**config.mk**
```make
export PLATFORM = sky130hd
export DESIGN_NAME = sbcs_device_flat
export DESIGN_NICKNAME = d
export VERILOG_FILES = /design/src/rtl/sbcs_pkg.sv /design/src/rtl/sbcs_if.sv /design/src/rtl/sbcs_device.sv /design/src/flat_wrapper.sv
export SDC_FILE = /design/constraint.sdc
export NUM_CORES = 1
export LEC_CHECK = 0
export ABC_CLOCK_PERIOD_IN_PS = 2700
export BUFFER_PORTS_ARGS = -buffer_cell sky130_fd_sc_hd__buf_2
export CAP_MARGIN = 20
export CORE_MARGIN = 10
export CORE_UTILIZATION = 41
export CTS_BUF_LIST = sky130_fd_sc_hd__clkbuf_16
export CTS_CLUSTER_DIAMETER = 40
export DETAILED_ROUTE_END_ITERATION = 10
export PLACE_DENSITY_LB_ADDON = 0.25
export SLEW_MARGIN = 40
export SYNTH_ARGS = -nofsm -noshare
export SYNTH_HDL_FRONTEND = slang
export SYNTH_SLANG_ARGS = --single-unit
```
**constraint.sdc**
```tcl
create_clock -name clk -period 2.7 [get_ports clk]
set_input_delay 0.405 -clock clk [delete_from_list [all_inputs] [get_ports clk]]
set_output_delay 0.405 -clock clk [all_outputs]
set_load 0.05 [all_outputs]
```
**src/rtl/sbcs_pkg.sv**
```systemverilog
// Shared constants, command and bank-state encodings for the two-bank SDRAM command state model.
// Assumes one 100 MHz clock shared by the controller end and the device end.
package sbcs_pkg;

  localparam int NUM_BANKS     = 2;
  localparam int ADDR_W        = 12;
  localparam int BANK_BIT      = 11;
  localparam int AP_BIT        = 10;
  localparam int COL_W         = 8;
  localparam int CNT_W         = 8;
  localparam int CLK_PERIOD_NS = 10;
  localparam int TRP_NS        = 20;
  localparam int ACTIVATE_TO_COLUMN_DELAY_NS       = 20;
  localparam int DATA_IN_TO_PRECHARGE_TIME_NS       = 10;
  localparam int BURST_LEN     = 4;
  localparam int BUS_TURN_CYC  = 1;

  // Least times round up to whole cycles and never fall below one.
  function automatic int min_cycles(input int ns);
    int c;
    c = (ns + CLK_PERIOD_NS - 1) / CLK_PERIOD_NS;
    return (c < 1) ? 1 : c;
  endfunction : min_cycles

  localparam int TRP_CYC  = min_cycles(TRP_NS);
  localparam int ACTIVATE_TO_COLUMN_DELAY_CYC = min_cycles(ACTIVATE_TO_COLUMN_DELAY_NS);
  localparam int DATA_IN_TO_PRECHARGE_TIME_CYC = min_cycles(DATA_IN_TO_PRECHARGE_TIME_NS);

  // Encoded as {cs_n, ras_n, cas_n, we_n}; deselect stands for any code with cs_n high.
  typedef enum logic [3:0] {
    mode_register_set_cmd = 4'h0,
    refresh_cmd           = 4'h1,
    precharge_cmd         = 4'h2,
    row_activate_cmd      = 4'h3,
    write_cmd             = 4'h4,
    read_cmd              = 4'h5,
    burst_stop_cmd        = 4'h6,
    no_operation_cmd      = 4'h7,
    deselect_cmd          = 4'h8
  } sbcs_cmd_e;

  typedef enum logic [3:0] {
    st_idle         = 4'h0,
    st_activating   = 4'h1,
    st_row_active   = 4'h2,
    st_read         = 4'h3,
    st_read_ap      = 4'h4,
    st_write        = 4'h5,
    st_write_ap     = 4'h6,
    st_write_rec    = 4'h7,
    st_write_rec_ap = 4'h8,
    st_precharging  = 4'h9
  } sbcs_bank_e;

  function automatic sbcs_cmd_e decode(input logic cs_n, input logic ras_n, input logic cas_n, input logic we_n);
    if (cs_n)
    begin
      return deselect_cmd;
    end
    return sbcs_cmd_e'({1'b0, ras_n, cas_n, we_n});
  endfunction : decode

  // Whether a bank-addressed command is permitted in the given bank state.
  function automatic logic cmd_legal(input sbcs_bank_e st, input sbcs_cmd_e c);
    logic quiet;
    quiet = (c == deselect_cmd) || (c == no_operation_cmd);
    unique case (st)
      st_idle:         return quiet || c == burst_stop_cmd || c == row_activate_cmd || c == precharge_cmd;
      st_activating:   return quiet || c == burst_stop_cmd;
      st_row_active,
      st_read,
      st_write:        return quiet || c inside {burst_stop_cmd, read_cmd, write_cmd, precharge_cmd};
      st_read_ap,
      st_write_ap:     return quiet;
      st_write_rec:    return quiet || c inside {burst_stop_cmd, read_cmd, write_cmd};
      st_write_rec_ap: return quiet || c == burst_stop_cmd;
      st_precharging:  return quiet || c == burst_stop_cmd || c == precharge_cmd;
      default:         return 1'b0;
    endcase
  endfunction : cmd_legal

  // Bank-addressed commands reach the bank named by the bank bit; burst stop and
  // precharge-all reach every bank.
  function automatic logic bank_hit(input sbcs_cmd_e c, input logic [ADDR_W-1:0] a, input int b);
    if (c == burst_stop_cmd)
    begin
      return 1'b1;
    end
    if (c == precharge_cmd && a[AP_BIT])
    begin
      return 1'b1;
    end
    return (c inside {read_cmd, write_cmd, row_activate_cmd, precharge_cmd}) && (int'(a[BANK_BIT]) == b);
  endfunction : bank_hit

endpackage : sbcs_pkg

```
**src/rtl/sbcs_if.sv**
```systemverilog
// Command pins between an SDRAM controller and the device model.
// Assumes both ends run on the same clock, which is not carried here.
`timescale 1ns/10ps
`default_nettype none
interface sbcs_if;
  logic                           cs_n;
  logic                           ras_n;
  logic                           cas_n;
  logic                           we_n;
  logic [sbcs_pkg::ADDR_W-1:0]    addr;

  modport dev (input cs_n, input ras_n, input cas_n, input we_n, input addr);
  modport ctl (output cs_n, output ras_n, output cas_n, output we_n, output addr);
endinterface : sbcs_if
`default_nettype wire

```
**src/rtl/sbcs_device.sv**
```systemverilog
// Device end: per-bank command state machines of a two-bank SDRAM, with illegal-command flagging.
// Assumes command pins are synchronous to clk and come from a controller on the same clock.
`timescale 1ns/10ps
`default_nettype none
module sbcs_device #(
  parameter int BURST_LEN = sbcs_pkg::BURST_LEN
) (
  input  wire logic                          clk,
  input  wire logic                          rst_n,
  sbcs_if.dev                                pins,
  output var  sbcs_pkg::sbcs_bank_e          bank_state [sbcs_pkg::NUM_BANKS],
  output logic                               illegal_cmd,
  output logic                               read_start,
  output logic                               write_start,
  output logic                               start_bank,
  output logic [sbcs_pkg::COL_W-1:0]         start_col
);

  localparam logic [sbcs_pkg::CNT_W-1:0] BL_LOAD   = sbcs_pkg::CNT_W'(BURST_LEN - 1);
  localparam logic [sbcs_pkg::CNT_W-1:0] RP_LOAD   = sbcs_pkg::CNT_W'(sbcs_pkg::TRP_CYC - 1);
  localparam logic [sbcs_pkg::CNT_W-1:0] RCD_LOAD  = sbcs_pkg::CNT_W'(sbcs_pkg::ACTIVATE_TO_COLUMN_DELAY_CYC - 1);
  localparam logic [sbcs_pkg::CNT_W-1:0] DPL_LOAD  = sbcs_pkg::CNT_W'(sbcs_pkg::DATA_IN_TO_PRECHARGE_TIME_CYC - 1);
  localparam logic [sbcs_pkg::CNT_W-1:0] CNT_ZERO  = '0;

  sbcs_pkg::sbcs_cmd_e                 cmd;
  logic                                ap;
  logic [sbcs_pkg::NUM_BANKS-1:0]      bad;
  logic [sbcs_pkg::NUM_BANKS-1:0]      idle;
  logic                                illegal_reg;
  logic                                illegal_next;
  logic                                read_reg;
  logic                                read_next;
  logic                                write_reg;
  logic                                write_next;
  logic                                bank_reg;
  logic                                bank_next;
  logic [sbcs_pkg::COL_W-1:0]          col_reg;
  logic [sbcs_pkg::COL_W-1:0]          col_next;

  // The pins are only looked at through the clocked state below.
  assign cmd = sbcs_pkg::decode(pins.cs_n, pins.ras_n, pins.cas_n, pins.we_n);
  assign ap  = pins.addr[sbcs_pkg::AP_BIT];

  for (genvar b = 0; b < sbcs_pkg::NUM_BANKS; b++)
  begin : g_bank
    sbcs_pkg::sbcs_bank_e          st_reg;
    sbcs_pkg::sbcs_bank_e          st_next;
    logic [sbcs_pkg::CNT_W-1:0]    cnt_reg;
    logic [sbcs_pkg::CNT_W-1:0]    cnt_next;
    logic                          hit;
    logic                          done;
    sbcs_pkg::sbcs_cmd_e           go;

    always_comb
    begin
      hit      = sbcs_pkg::bank_hit(cmd, pins.addr, b);
      bad[b]   = hit && !sbcs_pkg::cmd_legal(st_reg, cmd);
      go       = (hit && !bad[b]) ? cmd : sbcs_pkg::no_operation_cmd;
      done     = (cnt_reg == CNT_ZERO);
      st_next  = st_reg;
      cnt_next = done ? cnt_reg : cnt_reg - 1'b1;
      // An illegal command leaves the bank where it was; its outcome is not modelled.
      unique case (st_reg)
        sbcs_pkg::st_idle:
        begin
          if (go == sbcs_pkg::row_activate_cmd)
          begin
            st_next  = sbcs_pkg::st_activating;
            cnt_next = RCD_LOAD;
          end
        end
        sbcs_pkg::st_activating:
        begin
          if (done)
          begin
            st_next = sbcs_pkg::st_row_active;
          end
        end
        sbcs_pkg::st_row_active,
        sbcs_pkg::st_read,
        sbcs_pkg::st_write,
        sbcs_pkg::st_write_rec:
        begin
          if (go == sbcs_pkg::read_cmd)
          begin
            // A read into a write burst or recovery ends the write and starts the read.
            st_next  = ap ? sbcs_pkg::st_read_ap : sbcs_pkg::st_read;
            cnt_next = BL_LOAD;
          end
          else if (go == sbcs_pkg::write_cmd)
          begin
            st_next  = ap ? sbcs_pkg::st_write_ap : sbcs_pkg::st_write;
            cnt_next = BL_LOAD;
          end
          else if (go == sbcs_pkg::precharge_cmd)
          begin
            st_next  = sbcs_pkg::st_precharging;
            cnt_next = RP_LOAD;
          end
          else if (go == sbcs_pkg::burst_stop_cmd && st_reg != sbcs_pkg::st_write_rec)
          begin
            st_next = sbcs_pkg::st_row_active;
          end
          else if (done && st_reg == sbcs_pkg::st_read)
          begin
            st_next = sbcs_pkg::st_row_active;
          end
          else if (done && st_reg == sbcs_pkg::st_write)
          begin
            st_next  = sbcs_pkg::st_write_rec;
            cnt_next = DPL_LOAD;
          end
          else if (done && st_reg == sbcs_pkg::st_write_rec)
          begin
            st_next = sbcs_pkg::st_row_active;
          end
        end
        sbcs_pkg::st_read_ap:
        begin
          if (done)
          begin
            st_next  = sbcs_pkg::st_precharging;
            cnt_next = RP_LOAD;
          end
        end
        sbcs_pkg::st_write_ap:
        begin
          if (done)
          begin
            st_next  = sbcs_pkg::st_write_rec_ap;
            cnt_next = DPL_LOAD;
          end
        end
        sbcs_pkg::st_write_rec_ap:
        begin
          if (done)
          begin
            st_next  = sbcs_pkg::st_precharging;
            cnt_next = RP_LOAD;
          end
        end
        sbcs_pkg::st_precharging:
        begin
          if (done)
          begin
            st_next = sbcs_pkg::st_idle;
          end
        end
        default:
        begin
          st_next  = sbcs_pkg::st_idle;
          cnt_next = CNT_ZERO;
        end
      endcase
    end

    always_ff @(posedge clk)
    begin
      if (!rst_n)
      begin
        st_reg  <= sbcs_pkg::st_idle;
        cnt_reg <= CNT_ZERO;
      end
      else
      begin
        st_reg  <= st_next;
        cnt_reg <= cnt_next;
      end
    end

    assign idle[b]       = (st_reg == sbcs_pkg::st_idle);
    assign bank_state[b] = st_reg;
  end

  always_comb
  begin
    // Refresh and mode-set need every bank idle, so they are illegal during any burst.
    illegal_next = (|bad) ||
                   ((cmd == sbcs_pkg::refresh_cmd || cmd == sbcs_pkg::mode_register_set_cmd) && !(&idle));
    read_next    = (cmd == sbcs_pkg::read_cmd) && !(|bad);
    write_next   = (cmd == sbcs_pkg::write_cmd) && !(|bad);
    bank_next    = bank_reg;
    col_next     = col_reg;
    if (read_next || write_next)
    begin
      bank_next = pins.addr[sbcs_pkg::BANK_BIT];
      col_next  = pins.addr[sbcs_pkg::COL_W-1:0];
    end
  end

  always_ff @(posedge clk)
  begin
    if (!rst_n)
    begin
      illegal_reg <= 1'b0;
      read_reg    <= 1'b0;
      write_reg   <= 1'b0;
      bank_reg    <= 1'b0;
      col_reg     <= '0;
    end
    else
    begin
      illegal_reg <= illegal_next;
      read_reg    <= read_next;
      write_reg   <= write_next;
      bank_reg    <= bank_next;
      col_reg     <= col_next;
    end
  end

  assign illegal_cmd = illegal_reg;
  assign read_start  = read_reg;
  assign write_start = write_reg;
  assign start_bank  = bank_reg;
  assign start_col   = col_reg;

endmodule : sbcs_device
`default_nettype wire

```
**src/flat_wrapper.sv**
```systemverilog
// flat-port wrapper written by rule: the top's interface ports become plain ports
module sbcs_device_flat 
#(
  parameter int BURST_LEN = sbcs_pkg::BURST_LEN
)
  (clk, rst_n, bank_state, illegal_cmd, read_start, write_start, start_bank, start_col, pins_cs_n, pins_ras_n, pins_cas_n, pins_we_n, pins_addr);
  sbcs_if pins_i ();
  input  wire logic clk;
  input  wire logic rst_n;
  output var  sbcs_pkg::sbcs_bank_e bank_state[sbcs_pkg::NUM_BANKS];
  output logic illegal_cmd;
  output logic read_start;
  output logic write_start;
  output logic start_bank;
  output logic [sbcs_pkg::COL_W-1:0] start_col;
  input wire logic [$bits(pins_i.cs_n)-1:0] pins_cs_n;
  input wire logic [$bits(pins_i.ras_n)-1:0] pins_ras_n;
  input wire logic [$bits(pins_i.cas_n)-1:0] pins_cas_n;
  input wire logic [$bits(pins_i.we_n)-1:0] pins_we_n;
  input wire logic [$bits(pins_i.addr)-1:0] pins_addr;
  assign pins_i.cs_n = pins_cs_n;
  assign pins_i.ras_n = pins_ras_n;
  assign pins_i.cas_n = pins_cas_n;
  assign pins_i.we_n = pins_we_n;
  assign pins_i.addr = pins_addr;
  sbcs_device #(.BURST_LEN(BURST_LEN)) u_core (.clk(clk), .rst_n(rst_n), .pins(pins_i), .bank_state(bank_state), .illegal_cmd(illegal_cmd), .read_start(read_start), .write_start(write_start), .start_bank(start_bank), .start_col(start_col));
endmodule
```
==> impl_metrics.json <==
{
  "post_cts_resized": 0,
  "final_cells": 460,
  "path_class": "flop to flop",
  "cp-startpoint": "u_core.g_bank[0].st_reg[3]",
  "cts-root-buf": "clkbuf_16",
  "die_width_um": 99.8,
  "cts_hold_buffers": 0,
  "powerDensity_mw_per_mm2": 992,
  "die_h_um": 99.8,
  "drc_errors": 0,
  "yosysMostFrequentCell": "nor2_1",
  "final_layout_size_suffix_gt1_frac": 0.219,
  "routed_wl_um": 7440,
  "diodes": 0,
  "syn_nets": 362,
  "vias": 2714,
  "synth-main-ff-cell": "dfxtp_1",
  "hold_depth": 3,
  "clkTransAtPathRegs_ps": 60,
  "grt_max_degree": 25,
  "dr.pass1.iters": 5,
  "synth-edff-count": 0,
  "synthAdderAreaFrac": 0.0287,
  "grt_usage": 0.150,
  "worstPathArrival_ps": 2580,
  "syn_area_mm2": 0.00261,
  "rows": 29,
  "ios": 38,
  "vdd_ir_drop_max_mv": 0.385,
  "yosysTopAreaCell": "dfxtp_1",
  "clock_latency_ps": 280,
  "setup_viol": 0,
  "floorplan.initialDensity": 0.416,
  "final_net_count": 406,
  "synth_top_area_frac": 0.276,
  "skew_ps": 3.27,
  "port_buffers": 35,
  "timing.reg2reg.setup_slack_ps": 290,
  "wl_per_cell_um": 16.2,
  "synth_common_cells": "nor2_1, dfxtp_1, nand2_1",
  "critPathMaxFanout": 12,
  "maxCapViolCount": 0,
  "drt_iter0_drc": 243,
  "clkSinkCount": 36,
  "crit_end": "u_core.g_bank[0].cnt_reg[3]",
  "hp-class": "input pin to flop",
  "clockBufferDepth": 2,
  "setup_tns_ps": 0,
  "dp_slack_ps": 93.7,
  "yosysSeqAreaShare": 0.276,
  "htreeDepth": 2,
  "setup_slack_ps": 288,
  "fin_crit_sh": 0.893,
  "outcome": "completed",
  "cts_tree": "done",
  "worstReg2RegEnd": "u_core.g_bank[0].cnt_reg[3]",
  "vias_per_cell": 5.90,
  "synth_xor_area_frac": 0.0436,
  "place_hpwl_um": 5380,
  "synth_area_per_cell_um2": 7.73,
  "worstRegToRegCells": 8,
  "holdWs_ps": 345,
  "area_delta_synth_final_pct": 19.9,
  "r2r_start": "u_core.g_bank[0].st_reg[3]",
  "antenna_found_initial": 0,
  "fmax_mhz": 415,
  "die_area_mm2": 0.00997,
  "relSlewSlack": 0.614,
  "synth_top_family_by_area": "compound AO/OA/AOI/OAI gates",
  "drv_slew": 0,
  "worst_pin_slew_ps": 579,
  "place_inst": 451,
  "synth_mux_area_frac": 0.0158,
  "numCtsBuffers": 5,
  "netlist-cell-type-count": 72,
  "power_leakage_uw": 0.00126,
  "final_core_util": 0.499,
  "grt_pass1_vias": 2519,
  "ant_nets": 0,
  "synth_compound_area_frac": 0.294,
  "ys_async_sr_fraction": 0,
  "endpoint_kind": "flop",
  "startpoint_type": "flop",
  "grt_pass1_wl_um": 12500,
  "largest_reg_flops": 16,
  "yosysWarnings": 0,
  "yosys_register_bits": 36,
  "yosys.area_share.simple": 0.290,
  "ys_top_cells_by_area": "dfxtp_1, nor2_1, nand2_1",
  "gr-total-overflow": 0,
  "syn_inst": 338,
  "rsz0062_at_grt": "false",
  "critPathRequiredTime_ps": 2870,
  "layout_min_cycle_time_ps": 2410,
  "core_area_mm2": 0.00628,
  "hold_viol_final": 0,
  "routabilityCongestion": 0.959
}
timing repair:
action / CTS / global route
endpoints found under the hold margin: 0 / 0
buffers inserted: 0 / 1
endpoints found under the setup margin: 0 / 10
worst max-delay path, stage by stage, from the launching register on:
cell and delay (ps):
dfxtp_1 420, nor2_1 380, a21boi_2 240, o22ai_1 170
a21oi_1 530, a21oi_1 180, o21bai_1 180, buf_4 160
a21oi_1 40
worst min-delay path by stage:
stage | start | endpoint | slack, ps
5_1_grt | pins_addr[7] | u_core.start_col[7] | 370
2_1_floorplan | u_core.g_bank[0].cnt_reg[3] | u_core.g_bank[0].cnt_reg[3] | 440
4_1_cts | pins_addr[0] | u_core.start_col[0] | 340
3_3_place_gp | u_core.start_col[0] | u_core.start_col[0] | 430
6_report | pins_addr[0] | u_core.start_col[0] | 340
3_5_place_dp | u_core.start_col[7] | u_core.start_col[7] | 440
metal layers:
| layer | part of all wire | vias to the layer above | GRT usage |
|---|---|---|---|
| met4 | 0.020 | 0 | 0.0507 |
| met2 | 0.43 | 117 | 0.222 |
| met3 | 0.077 | 12 | 0.0391 |
| li1 | - | 1328 | - |
| met5 | 0 | - | 0 |
| met1 | 0.47 | 1257 | 0.204 |
area by class of cell:
cell class,count,area (um2)
Clock inverter,3,42.5
Multi-Input combinational cell,272,1760
Fill cell,600,3150
Clock buffer,5,125
Tap cell,77,96.3
Sequential cell,36,721
Inverter,10,37.5
Timing Repair Buffer,57,353
power by group:
group,leakage [uW],switching [uW],total (uW),internal [uW]
Combinational,0.000890,962,1650,692
Clock,0.0000798,237,671,434
Sequential,0.000294,128,783,654
per-stage QoR:
step	cell area [um2]	power (uW)
final	3130	3110
after global routing	3130	3350
after CTS	3110	3100
after detailed placement	2940	2410
after global placement	2940	2400
after floorplan	2610	2060
layout by cell type (no fill, tap or decap), drive strengths merged, types with 3 or more instances in the layout:
master,instances
a2111oi,3
a211o,5
a211oi,3
a21o,3
a21oi,18
a221oi,4
a311oi,3
a31oi,8
a32oi,4
and3,6
buf,57
clkbuf,5
dfxtp,36
ha,6
inv,9
mux2i,3
nand2,29
nand2b,10
nand3,18
nand3b,4
nor2,39
nor2b,5
nor3,13
nor4,4
o21ai,27
o22ai,3
or2,5
xnor2,7
xor2,6
logic make-up after synthesis:
family                     Yosys count
buffers and inverters               30
AOI/OAI and AO/OA                  103
adders and majority gates            6
and+or+nand+nor                    146
DFF                                 36
xor gates and xnor gates            13
muxes                                4
(Power assumes the default switching activity.)
